### config.mk
export PLATFORM = sky130hd
export DESIGN_NAME = pmds_status
export DESIGN_NICKNAME = d
export VERILOG_FILES = /design/src/pmds_pkg.sv /design/src/pmds_status.sv
export SDC_FILE = /design/constraint.sdc
export NUM_CORES = 1
export LEC_CHECK = 0
export BUFFER_PORTS_ARGS = -buffer_cell sky130_fd_sc_hd__buf_2
export CORE_MARGIN = 2
export CORE_UTILIZATION = 34
export DETAILED_ROUTE_END_ITERATION = 12
export PLACE_DENSITY = 0.89
export SYNTH_ARGS = -nofsm -noshare
export SYNTH_HDL_FRONTEND = slang
export SYNTH_SLANG_ARGS = --single-unit
### constraint.sdc
create_clock -name clk_i -period 1 [get_ports clk_i]
set_input_delay 0.15 -clock clk_i [delete_from_list [all_inputs] [get_ports clk_i]]
set_output_delay 0.15 -clock clk_i [all_outputs]
set_load 0.03 [all_outputs]
### src/pmds_pkg.sv
/*
 Shared constants and types for the monitor access status block.
 Assumes one clock domain and a synchronous, active high reset.
*/
package pmds_pkg;

	// ------------------------------------------------------------
	// Field positions in the processor debug status word
	// ------------------------------------------------------------
	localparam int unsigned STATUS_WIDTH         = 32;
	localparam int unsigned STICKY_ERROR_BIT     = 10;
	localparam int unsigned DISABLE_STATUS_BIT   = 9;
	localparam int unsigned DISABLE_EXTENDED_BIT = 16;

	// ------------------------------------------------------------
	// Values after reset and for reads that return an unknown value
	// ------------------------------------------------------------
	localparam logic        STICKY_RESET    = 1'b0;
	localparam logic        DISABLE_RESET   = 1'b0;
	localparam logic [31:0] RDATA_RESET     = 32'h0000_0000;
	localparam logic [31:0] UNKNOWN_READ    = 32'h0000_0000;

	// ------------------------------------------------------------
	// Types
	// ------------------------------------------------------------
	typedef enum logic [1:0] {
		SEC_SECURE,
		SEC_NON_SECURE,
		SEC_ROOT,
		SEC_REALM
	} pmds_sec_state_t;

	typedef struct packed {
		logic core_power_up;
		logic double_lock_active;
		logic software_lock_active;
		logic os_lock_active;
		logic core_in_reset_status;
	} pmds_lock_status_t;

	typedef struct packed {
		logic root;
		logic realm;
		logic secure;
		logic non_secure;
	} pmds_permit_t;

	typedef struct packed {
		logic            refused;
		pmds_sec_state_t state;
	} pmds_refusal_t;

endpackage

### src/pmds_status.sv
/*
 Monitor access error and disable status fields of the processor debug status register.
 Assumes lock, power and permission inputs come from logic on clk_i, and that the
 debug access port delivers one-cycle read and write strobes on the same clock.
*/
`timescale 1ns/100ps

module pmds_status #(
	parameter bit PERF_MONITOR_FEATURE    = 1'b1,
	parameter bit NEWER_DEBUG_FEATURE     = 1'b1,
	parameter bit REALM_EXTENSION_FEATURE = 1'b1,
	parameter bit POWERDOWN_DEBUG_FEATURE = 1'b0,
	parameter bit DOUBLE_LOCK_FEATURE     = 1'b1
) (
	input  wire logic                       clk_i,
	input  wire logic                       rst_i,
	input  wire pmds_pkg::pmds_lock_status_t lock_status_i,
	input  wire pmds_pkg::pmds_permit_t     monitor_external_access_allowed_i,
	input  wire pmds_pkg::pmds_refusal_t    refusal_i,
	input  wire logic                       status_rd_i,
	input  wire logic                       status_wr_i,
	output logic [31:0]                     status_rdata_o,
	output logic                            status_rvalid_o,
	output logic                            sticky_monitor_access_error_o,
	output logic                            monitor_access_disable_status_o,
	output logic                            monitor_access_disable_extended_o
);

	// ------------------------------------------------------------
	// Decode helpers
	// ------------------------------------------------------------
	function automatic logic access_unknown(input pmds_pkg::pmds_lock_status_t ls);
		logic unk;
		unk = ls.double_lock_active && DOUBLE_LOCK_FEATURE;
		unk = unk || (!POWERDOWN_DEBUG_FEATURE && !ls.core_power_up);
		unk = unk || ls.core_in_reset_status;
		unk = unk || (!NEWER_DEBUG_FEATURE && ls.os_lock_active);
		return unk;
	endfunction

	function automatic logic [1:0] encode_disable(input pmds_pkg::pmds_permit_t p);
		logic [1:0] enc;
		if (REALM_EXTENSION_FEATURE) begin
			// Root is permitted in every code, so its flag is never looked at.
			if (p.realm && p.secure && p.non_secure) begin
				enc = 2'b00;
			end else if (p.secure && !p.realm) begin
				enc = 2'b01;
			end else if (p.realm && !p.secure) begin
				enc = 2'b10;
			end else begin
				enc = 2'b11;
			end
		end else begin
			enc = {1'b0, !p.non_secure};
		end
		return enc;
	endfunction

	// ------------------------------------------------------------
	// Status state
	// ------------------------------------------------------------
	logic        sticky_q;
	logic        sticky_d;
	logic        dis_q;
	logic        dis_d;
	logic        ext_q;
	logic        ext_d;
	logic [31:0] rdata_q;
	logic [31:0] rdata_d;
	logic        rvalid_q;
	logic        rvalid_d;
	logic        unknown;
	logic        set_ev;
	logic        clear_ev;
	logic [1:0]  enc;

	always_comb begin
		unknown = access_unknown(lock_status_i);
		enc     = encode_disable(monitor_external_access_allowed_i);
		// The Non-secure filter applies only at the newer level.
		set_ev  = PERF_MONITOR_FEATURE && refusal_i.refused &&
		          (!NEWER_DEBUG_FEATURE || refusal_i.state == pmds_pkg::SEC_NON_SECURE);
		// Keeping the bit under double lock avoids losing an error that the debugger
		// could not yet see, since such a read returns an unknown value anyway.
		clear_ev = status_rd_i && lock_status_i.core_power_up && !unknown &&
		           !lock_status_i.software_lock_active;
		sticky_d = sticky_q;
		if (set_ev) begin
			sticky_d = 1'b1;
		end else if (clear_ev) begin
			sticky_d = 1'b0;
		end
		dis_d = PERF_MONITOR_FEATURE && enc[0];
		ext_d = PERF_MONITOR_FEATURE && REALM_EXTENSION_FEATURE && enc[1];
	end

	always_ff @(posedge clk_i) begin
		if (rst_i) begin
			sticky_q <= pmds_pkg::STICKY_RESET;
			dis_q    <= pmds_pkg::DISABLE_RESET;
			ext_q    <= pmds_pkg::DISABLE_RESET;
		end else begin
			sticky_q <= sticky_d;
			dis_q    <= dis_d;
			ext_q    <= ext_d;
		end
	end

	// ------------------------------------------------------------
	// Read port
	// ------------------------------------------------------------
	// Writes are ignored in every state, so status_wr_i changes nothing.
	always_comb begin
		rvalid_d = status_rd_i;
		rdata_d  = rdata_q;
		if (status_rd_i) begin
			rdata_d = pmds_pkg::UNKNOWN_READ;
			if (!unknown && !(status_wr_i && 1'b0)) begin
				rdata_d[pmds_pkg::STICKY_ERROR_BIT]     = sticky_q;
				rdata_d[pmds_pkg::DISABLE_STATUS_BIT]   = dis_q;
				rdata_d[pmds_pkg::DISABLE_EXTENDED_BIT] = ext_q;
			end
		end
	end

	always_ff @(posedge clk_i) begin
		if (rst_i) begin
			rdata_q  <= pmds_pkg::RDATA_RESET;
			rvalid_q <= 1'b0;
		end else begin
			rdata_q  <= rdata_d;
			rvalid_q <= rvalid_d;
		end
	end

	assign status_rdata_o                    = rdata_q;
	assign status_rvalid_o                   = rvalid_q;
	assign sticky_monitor_access_error_o     = sticky_q;
	assign monitor_access_disable_status_o   = dis_q;
	assign monitor_access_disable_extended_o = ext_q;
endmodule

; ---- Word level (Yosys, flattened, before mapping)
; Index checks and enable logic that the tools add are counted.
[word_totals]
inputBits = 16
mem_bits_rw = 0
wordCells = 30
reg_bits = 7
output_inout_bits = 36
mem_bits_ro = 0
latch_bits = 0
mem_count = 0
[op_classes]
n_mux = 6
n_div = 0
n_lt_le_gt_ge = 0
eq_ne = 1
n_bitwise = 0
reduce_logical = 18
add_sub_neg = 0
shift = 0
mul = 0
[op_table]
columns = operator, count
row1 = $logic_and A1 B1 Y1, 8
row2 = $logic_not A1 Y1, 5
row3 = $mux W1, 5
row4 = $reduce_or A3 Y1, 1
row5 = $eq A2 B1 Y1 const B, 1
row6 = $logic_or A1 B1 Y1, 2
row7 = $mux W2, 1
row8 = $reduce_bool A2 Y1, 1
row9 = $reduce_or A2 Y1, 1

; ---- Logic depth before layout (Yosys ltp)
; Gate-level depths: netlist of run 1.
[depth]
depth_word = 8
ltp_mapped = 3
mapped_depth_nobuf = 2

; ---- Worst setup path before layout of run 1
; OpenSTA, ideal clock, no wires.
[synth_timing]
path_kind = reg2reg
startpoint = register, netlist name sticky_monitor_access_error_o
endpoint = register sticky_q, in the netlist sticky_monitor_access_error_o
path_buffers = 0
stages_incl_launch_ff = 3
synth_period_minus_slack_ns = 0.989
setup_slack_ns = 0.011
arrival_time_ns = 0.867
setup_ns = 0.122
required_ns = 0.878
path_cell_list = dfxtp_1 and3b_1 a311o_1
[synth_lines]
columns = item, line_no
row1 = to (signal assigned), pmds_status.sv:100  ; sticky_q <= pmds_pkg::STICKY_RESET;
row2 = to (signal assigned), pmds_status.sv:104  ; sticky_q <= sticky_d;
row3 = to (decl), pmds_status.sv:63  ; logic sticky_q;

; ---- Worst setup path in the final report of run 1
[layout_timing]
startpoint = register dis_q, in the netlist monitor_access_disable_status_o
endpoint = output monitor_access_disable_status_o
[layout_lines]
columns = item, line_no
row1 = from (decl), pmds_status.sv:65  ; logic dis_q;
row2 = from (signal assigned), pmds_status.sv:101  ; dis_q <= pmds_pkg::DISABLE_RESET;
row3 = from (signal assigned), pmds_status.sv:105  ; dis_q <= dis_d;
row4 = to (decl), pmds_status.sv:25  ; output logic monitor_access_disable_status_o,
; No word-level cell between the ends.

==> run_results.csv, run 1 <==
group,metric,value,unit
clock_network,cts_root_buffer,"clkbuf_4",
global_route,grt_pass1_wl,1069,um
global_route,antenna_found_initial,0,
worst_setup_path,worstSetupPathType,"flop to output pin",
synthesis,synth_top_cell_area_share,0.4328,
synthesis,synth.area.top_cells,"buf_4, dfxtp_1, nand2b_1, o32ai_1, nand4bb_2",
worst_setup_path,cp-end-kind,"output pin",
global_route,first_global_vias,298,
synthesis,yosysMostFrequentCell,"buf_4",
pwr,switchingPower,0.0003019,W
synthesis,syn_inst,57,
sta,tns,0,ns
clock_network,cts_buffers,3,
pwr,leakagePower,0.2990,nW
die,fp.dieW,42.46,um
detailed_routing,drt_first_iter_violations,4,
detailed_routing,drt_wl_total,740,um
detailed_routing,via_count,343,
layout,fin_nets,97,
synthesis,netlist-cell-type-count,13,
synthesis,seq_area_frac_synth,0.2786,
sta,finalMaxSlewViolations,0,
clock_network,clk_pin_slew,0.05,ns
detailed_routing,viasPerCell,3.611,
worst_setup_path,worst_ep_required_time,0.85,ns
pwr,combPwrFrac,0.310,
pwr,ir_worst_vdd,0.0007885,V
clock_network,cts_tree,"yes",
layout,fillers,150,
global_route,grt_max_degree,8,
synthesis,synth_warnings,0,
layout,drive_above_1_share,0.3375,
synthesis,synth_area_leader_cell,"buf_4",
placed_design,dpl-instance-area,514.2,um2
detailed_routing,ant_nets,0,
pwr,clkPwrFrac,0.311,
worst_setup_path,cp_cell_sequence,"buf_2",
sta,setup_viol,0,
worst_setup_path,cp_top_family,"flip-flops",
worst_setup_path,start_kind,"flop",
placed_design,dp_hpwl,670.4,um
sta,fin_skew,0.0003542,ns
layout,diodes,0,
clock_network,cts_buffer_depth,2,
synthesis,syn-cell-area,503.0,um2
synthesis,synthTopCellsByCount,"buf_4, dfxtp_1, nand2b_1",
sta,worst_slack,0.08021,ns
die,start_util,0.3771,
clock_network,htreeDepth,1,
synthesis,synth_async_sr_flop_share,0,
synthesis,syn_area_per_cell,8.824,um2
clock_network,insertion_delay,0.24,ns
clock_network,cts_sinks,7,
worst_hold_path,hp-class,"input port to flop",
detailed_routing,drcViolationCount,0,
clock_network,post_cts_buffers,0,
pwr,pwr_density_cell,1465,nW/um2
sta,fmax,1.087,GHz
pwr,p_sw_frac,0.3787,
synthesis,synth-edff-count,0,
synthesis,ys_seq_elements,7,
sta,hold_viol,0,
detailed_routing,wl_per_cell,7.789,um
die,die_h,42.46,um
layout,post-route-util,0.4081,
worst_setup_path,max_stage_delay,0.33,ns
sta,rsz0062_at_grt,"no",
die,rows,13,
worst_setup_path,path_buf_inv,1,
die,coreArea,1334,um2
synthesis,synthFlopType,"dfxtp_1",
worst_setup_path,worst_path_max_delay_cell,"dfxtp_1",
flow_run,cap_violations,0,
placed_design,place.port_buffers,19,
global_route,grt_use_total,0.08208,
die,ios,52,
worst_setup_path,worstPathArrival,0.77,ns
sta,period_minus_slack,0.9198,ns
layout,finalInstanceArea,544.3,um2
placed_design,place_congestion,0.7287,
worst_setup_path,crit_path_max_fanout,2,
detailed_routing,dr.pass1.iters,3,
pwr,p_int,0.0004954,W
outcome,outcome,"completed",
sta,finalCritPeriodShare,0.9198,
global_route,overflow,0,
die,dieArea,1803,um2
layout,syn_to_final_growth,8.209,%
pwr,pwr-share-seq,0.379,
placed_design,place_ws,0.02244,ns
[final cells by class]
type                            instances  area, um2  area share
Clock buffer                            4      26.28     0.04828
Inverter                                4      15.01     0.02759
Tap cell                               15      18.77     0.03448
Sequential cell                         7      141.4      0.2598
Timing Repair Buffer                   21      112.6      0.2069
Multi-Input combinational cell         44      230.2      0.4230
[logic make-up after synthesis]
group,Yosys count,synth area share
flip-flops,7,0.2786
AND/OR/NAND/NOR,9,0.1493
buffers and inverters,34,0.4726
AO/OA/AOI/OAI,6,0.09205
other,1,0.007456
[registers in the layout, summed over array words and instances (netlist names)]
signal and count:
status_rdata_o 3, status_rvalid_o 1, monitor_access_disable_extended_o 1, monitor_access_disable_status_o 1
sticky_monitor_access_error_o 1
[per-stage QoR]
step | total power, W | std cells | hold slack (ns)
after floorplan | 0.0005904 | 85 | 0.2418
after global placement | 0.0005461 | 91 | 0.3440
after detailed placement | 0.0005506 | 91 | 0.3456
after CTS | 0.0008073 | 95 | 0.07784
after global routing | 0.0008457 | 95 | 0.08893
final | 0.0007973 | 95 | 0.09034
[routing by layer]
layer | track usage | wire length, um | vias up
met2 | 0.1477 | 378 | 33
met5 | 0 | 0 | -
met4 | 0.03750 | 0 | 0
met3 | 0.05603 | 129 | 0
met1 | 0.06736 | 232 | 138
li1 | - | - | 172
[repair_timing]
item                       in CTS  in global routing
gates resized for setup         0                  3
hold buffers                    0                  0
setup endpoints to repair       0                  1
[path summary, 6_finish.rpt]
path                                                              startpoint                                      endpoint  slack [ns]  cells after the start
worst min register to register  monitor_access_disable_extended_o$_SDFF_PP0_               status_rdata_o[16]$_SDFFE_PP0P_        0.47                      2
worst min-delay path                    monitor_external_access_allowed_i[1]  monitor_access_disable_extended_o$_SDFF_PP0_        0.09                      2
worst max register to register    sticky_monitor_access_error_o$_SDFFE_PP0P_    sticky_monitor_access_error_o$_SDFFE_PP0P_        0.11                      2
worst max-delay path              monitor_access_disable_status_o$_SDFF_PP0_               monitor_access_disable_status_o        0.08                      1
[power by group through the flow]
stage          sequential (W)  combinational (W)  clock, W
3_3_place_gp         0.000305           0.000241         0
3_5_place_dp         0.000307           0.000244         0
5_1_grt              0.000304           0.000262  0.000279
4_1_cts              0.000301           0.000244  0.000262
2_1_floorplan        0.000332           0.000258         0
6_report             0.000302           0.000247  0.000248
[cell usage in the layout, fill, tap and decap left out]
cell type / instances
conb_1: 29
buf_2: 18
dfxtp_1: 6
nand2b_1: 5
inv_1: 4
o32ai_1: 3
clkbuf_4: 3
buf_4: 3
a21oi_1: 2
nand4bb_2: 1
nor4bb_1: 1
and3b_1: 1
a311o_1: 1
nor2b_2: 1
clkbuf_1: 1
dfxtp_2: 1
(Power assumes the default switching activity.)
==> run 2, diff against run 1 <==
Settings changed: CORE_UTILIZATION 34 to 35, CTS_BUF_LIST set to sky130_fd_sc_hd__clkbuf_2 sky130_fd_sc_hd__clkbuf_4 sky130_fd_sc_hd__clkbuf_8, PLACE_DENSITY 0.89 to 0.91.
==> run_results.csv, run 2 (synthesis gave the netlist of run 1 again) <==
group,metric,value,unit
outcome,outcome,"completed",
worst_setup_path,max_stage_delay,0.37,ns
global_route,grt_max_degree,8,
worst_setup_path,worstSetupPathType,"flop to output pin",
sta,setup_viol,0,
pwr,pwr-share-seq,0.367,
sta,finalCritPeriodShare,0.9367,
worst_setup_path,rr_endpoint,"sticky_monitor_access_error_o$_SDFFE_PP0P_",
detailed_routing,dr.max_layer_used,"met3",
global_route,grt_use_total,0.07603,
worst_setup_path,worstPathArrival,0.79,ns
layout,layout.cells.non_filler,95,
detailed_routing,drcViolationCount,0,
die,start_util,0.3818,
layout,fin_nets,97,
detailed_routing,wl_met2,314,um
worst_setup_path,crit_path_max_fanout,4,
detailed_routing,wl_per_cell,7.263,um
die,ios,52,
clock_network,cts_tree,"yes",
placed_design,place.port_buffers,19,
pwr,leakagePower,0.3020,nW
flow_run,cap_violations,0,
clock_network,cts_resized,0,
clock_network,cts_buffer_depth,2,
die,dieArea,1756,um2
sta,holdWs,0.1001,ns
worst_setup_path,crit_start,"sticky_monitor_access_error_o$_SDFFE_PP0P_",
clock_network,clk_pin_slew,0.05,ns
worst_setup_path,cp_top_family,"flip-flops",
worst_setup_path,cp_cell_sequence,"buf_4",
clock_network,cts_buffers,3,
layout,largest_reg_flops,3,
placed_design,dpl-instance-area,514.2,um2
placed_design,dpl.cell_count,91,
global_route,overflow,0,
worst_setup_path,worst-r2r-setup-slack,0.12,ns
detailed_routing,routedLengthMet1,259,um
worst_setup_path,cp.depth,1,
clock_network,htreeDepth,1,
worst_setup_path,worst_path_max_delay_cell,"dfxtp_1",
pwr,switchingPower,0.0002971,W
worst_setup_path,cp-end-kind,"output pin",
sta,period_minus_slack,0.9367,ns
clock_network,post_cts_buffers,0,
detailed_routing,met3_length,115,um
sta,hold_viol,0,
global_route,first_global_vias,265,
detailed_routing,ant_nets,0,
detailed_routing,drt_first_iter_violations,5,
clock_network,holdBufCountCts,0,
layout,drive_above_1_share,0.3375,
pwr,p_int,0.0005212,W
worst_setup_path,start_kind,"flop",
sta,rsz0062_at_grt,"no",
pwr,p_sw_frac,0.3631,
detailed_routing,via_count,354,
pwr,combPwrFrac,0.302,
detailed_routing,dr.pass1.iters,4,
pwr,pwr_density_cell,1496,nW/um2
layout,syn_to_final_growth,8.706,%
clock_network,cts_sinks,7,
sta,fin_skew,0.00006831,ns
worst_setup_path,worst_ep_required_time,0.85,ns
sta,finalMaxSlewViolations,0,
detailed_routing,drt_wl_total,690,um
sta,tns,0,ns
detailed_routing,viasPerCell,3.726,
worst_setup_path,rr_startpoint,"sticky_monitor_access_error_o$_SDFFE_PP0P_",
layout,diodes,0,
pwr,ir_worst_vdd,0.0007733,V
worst_setup_path,reg2reg_depth,2,
clock_network,insertion_delay,0.24,ns
pwr,power.total,0.0008182,W
die,fp.dieW,41.91,um
global_route,antenna_found_initial,0,
die,rows,13,
worst_setup_path,path_buf_inv,1,
layout,final_common_cell,"conb_1",
layout,finalInstanceArea,546.8,um2
clock_network,cts_root_buffer,"clkbuf_4",
sta,fmax,1.068,GHz
worst_hold_path,hp-class,"input port to flop",
die,die_h,41.91,um
layout,layout_common_cells,"conb_1, buf_2, dfxtp_1",
global_route,grt_pass1_wl,1000,um
placed_design,place_congestion,0.7487,
die,coreArea,1318,um2
worst_setup_path,critical_path.endpoint,"sticky_monitor_access_error_o",
pwr,clkPwrFrac,0.331,
[run 2: cell counts in the layout (fill, tap and decap cells not counted)]
No cell type changed its count.
[run 2: how the worst min path moves through the flow]
stage | startpoint | slack, ns | end | depth (start not counted)
after global routing | monitor_external_access_allowed_i[2] | 0.10 | monitor_access_disable_status_o$_SDFF_PP0_ | 2
final | monitor_external_access_allowed_i[2] | 0.10 | monitor_access_disable_status_o$_SDFF_PP0_ | 2
after global placement | monitor_external_access_allowed_i[2] | 0.34 | monitor_access_disable_status_o$_SDFF_PP0_ | 2
after floorplan | monitor_external_access_allowed_i[1] | 0.24 | monitor_access_disable_extended_o$_SDFF_PP0_ | 1
after CTS | monitor_external_access_allowed_i[2] | 0.09 | monitor_access_disable_status_o$_SDFF_PP0_ | 2
after detailed placement | monitor_external_access_allowed_i[2] | 0.35 | monitor_access_disable_status_o$_SDFF_PP0_ | 2
[run 2: power groups by stage]
stage | clock network (W) | registers [W] | logic (W)
4_1_cts | 0.000286 | 0.000300 | 0.000243
3_5_place_dp | 0 | 0.000306 | 0.000243
2_1_floorplan | 0 | 0.000332 | 0.000258
5_1_grt | 0.000304 | 0.000301 | 0.000260
3_3_place_gp | 0 | 0.000305 | 0.000241
6_report | 0.000271 | 0.000301 | 0.000247
[run 2: final cells by class]
cell class | instances | area (um2)
Fill cell | 140 | 770.7
Multi-Input combinational cell | 44 | 230.2
Sequential cell | 7 | 140.1
Timing Repair Buffer | 21 | 112.6
Clock buffer | 4 | 30.03
Tap cell | 15 | 18.77
Inverter | 4 | 15.01
[run 2: through the flow]
stage / util / setup WS (ns)
finish: 0.4150 / 0.06327
global route: 0.4150 / 0.02518
CTS: 0.4131 / 0.02156
detailed placement: 0.3903 / 0.04455
global placement: 0.3903 / 0.05401
floorplan: - / 0.01076
[run 2: worst reg2reg max path: stages (launching register included)]
cell and delay [ns]:
dfxtp_1 0.33, and3b_1 0.18, a311o_1 0.25
[run 2: routing by layer]
layer  global-route usage  vias to the layer above
met2               0.1094                       31
met1              0.08616                      148
met5                    0                        -
li1                     -                      175
met3              0.03478                        0
met4              0.05806                        0
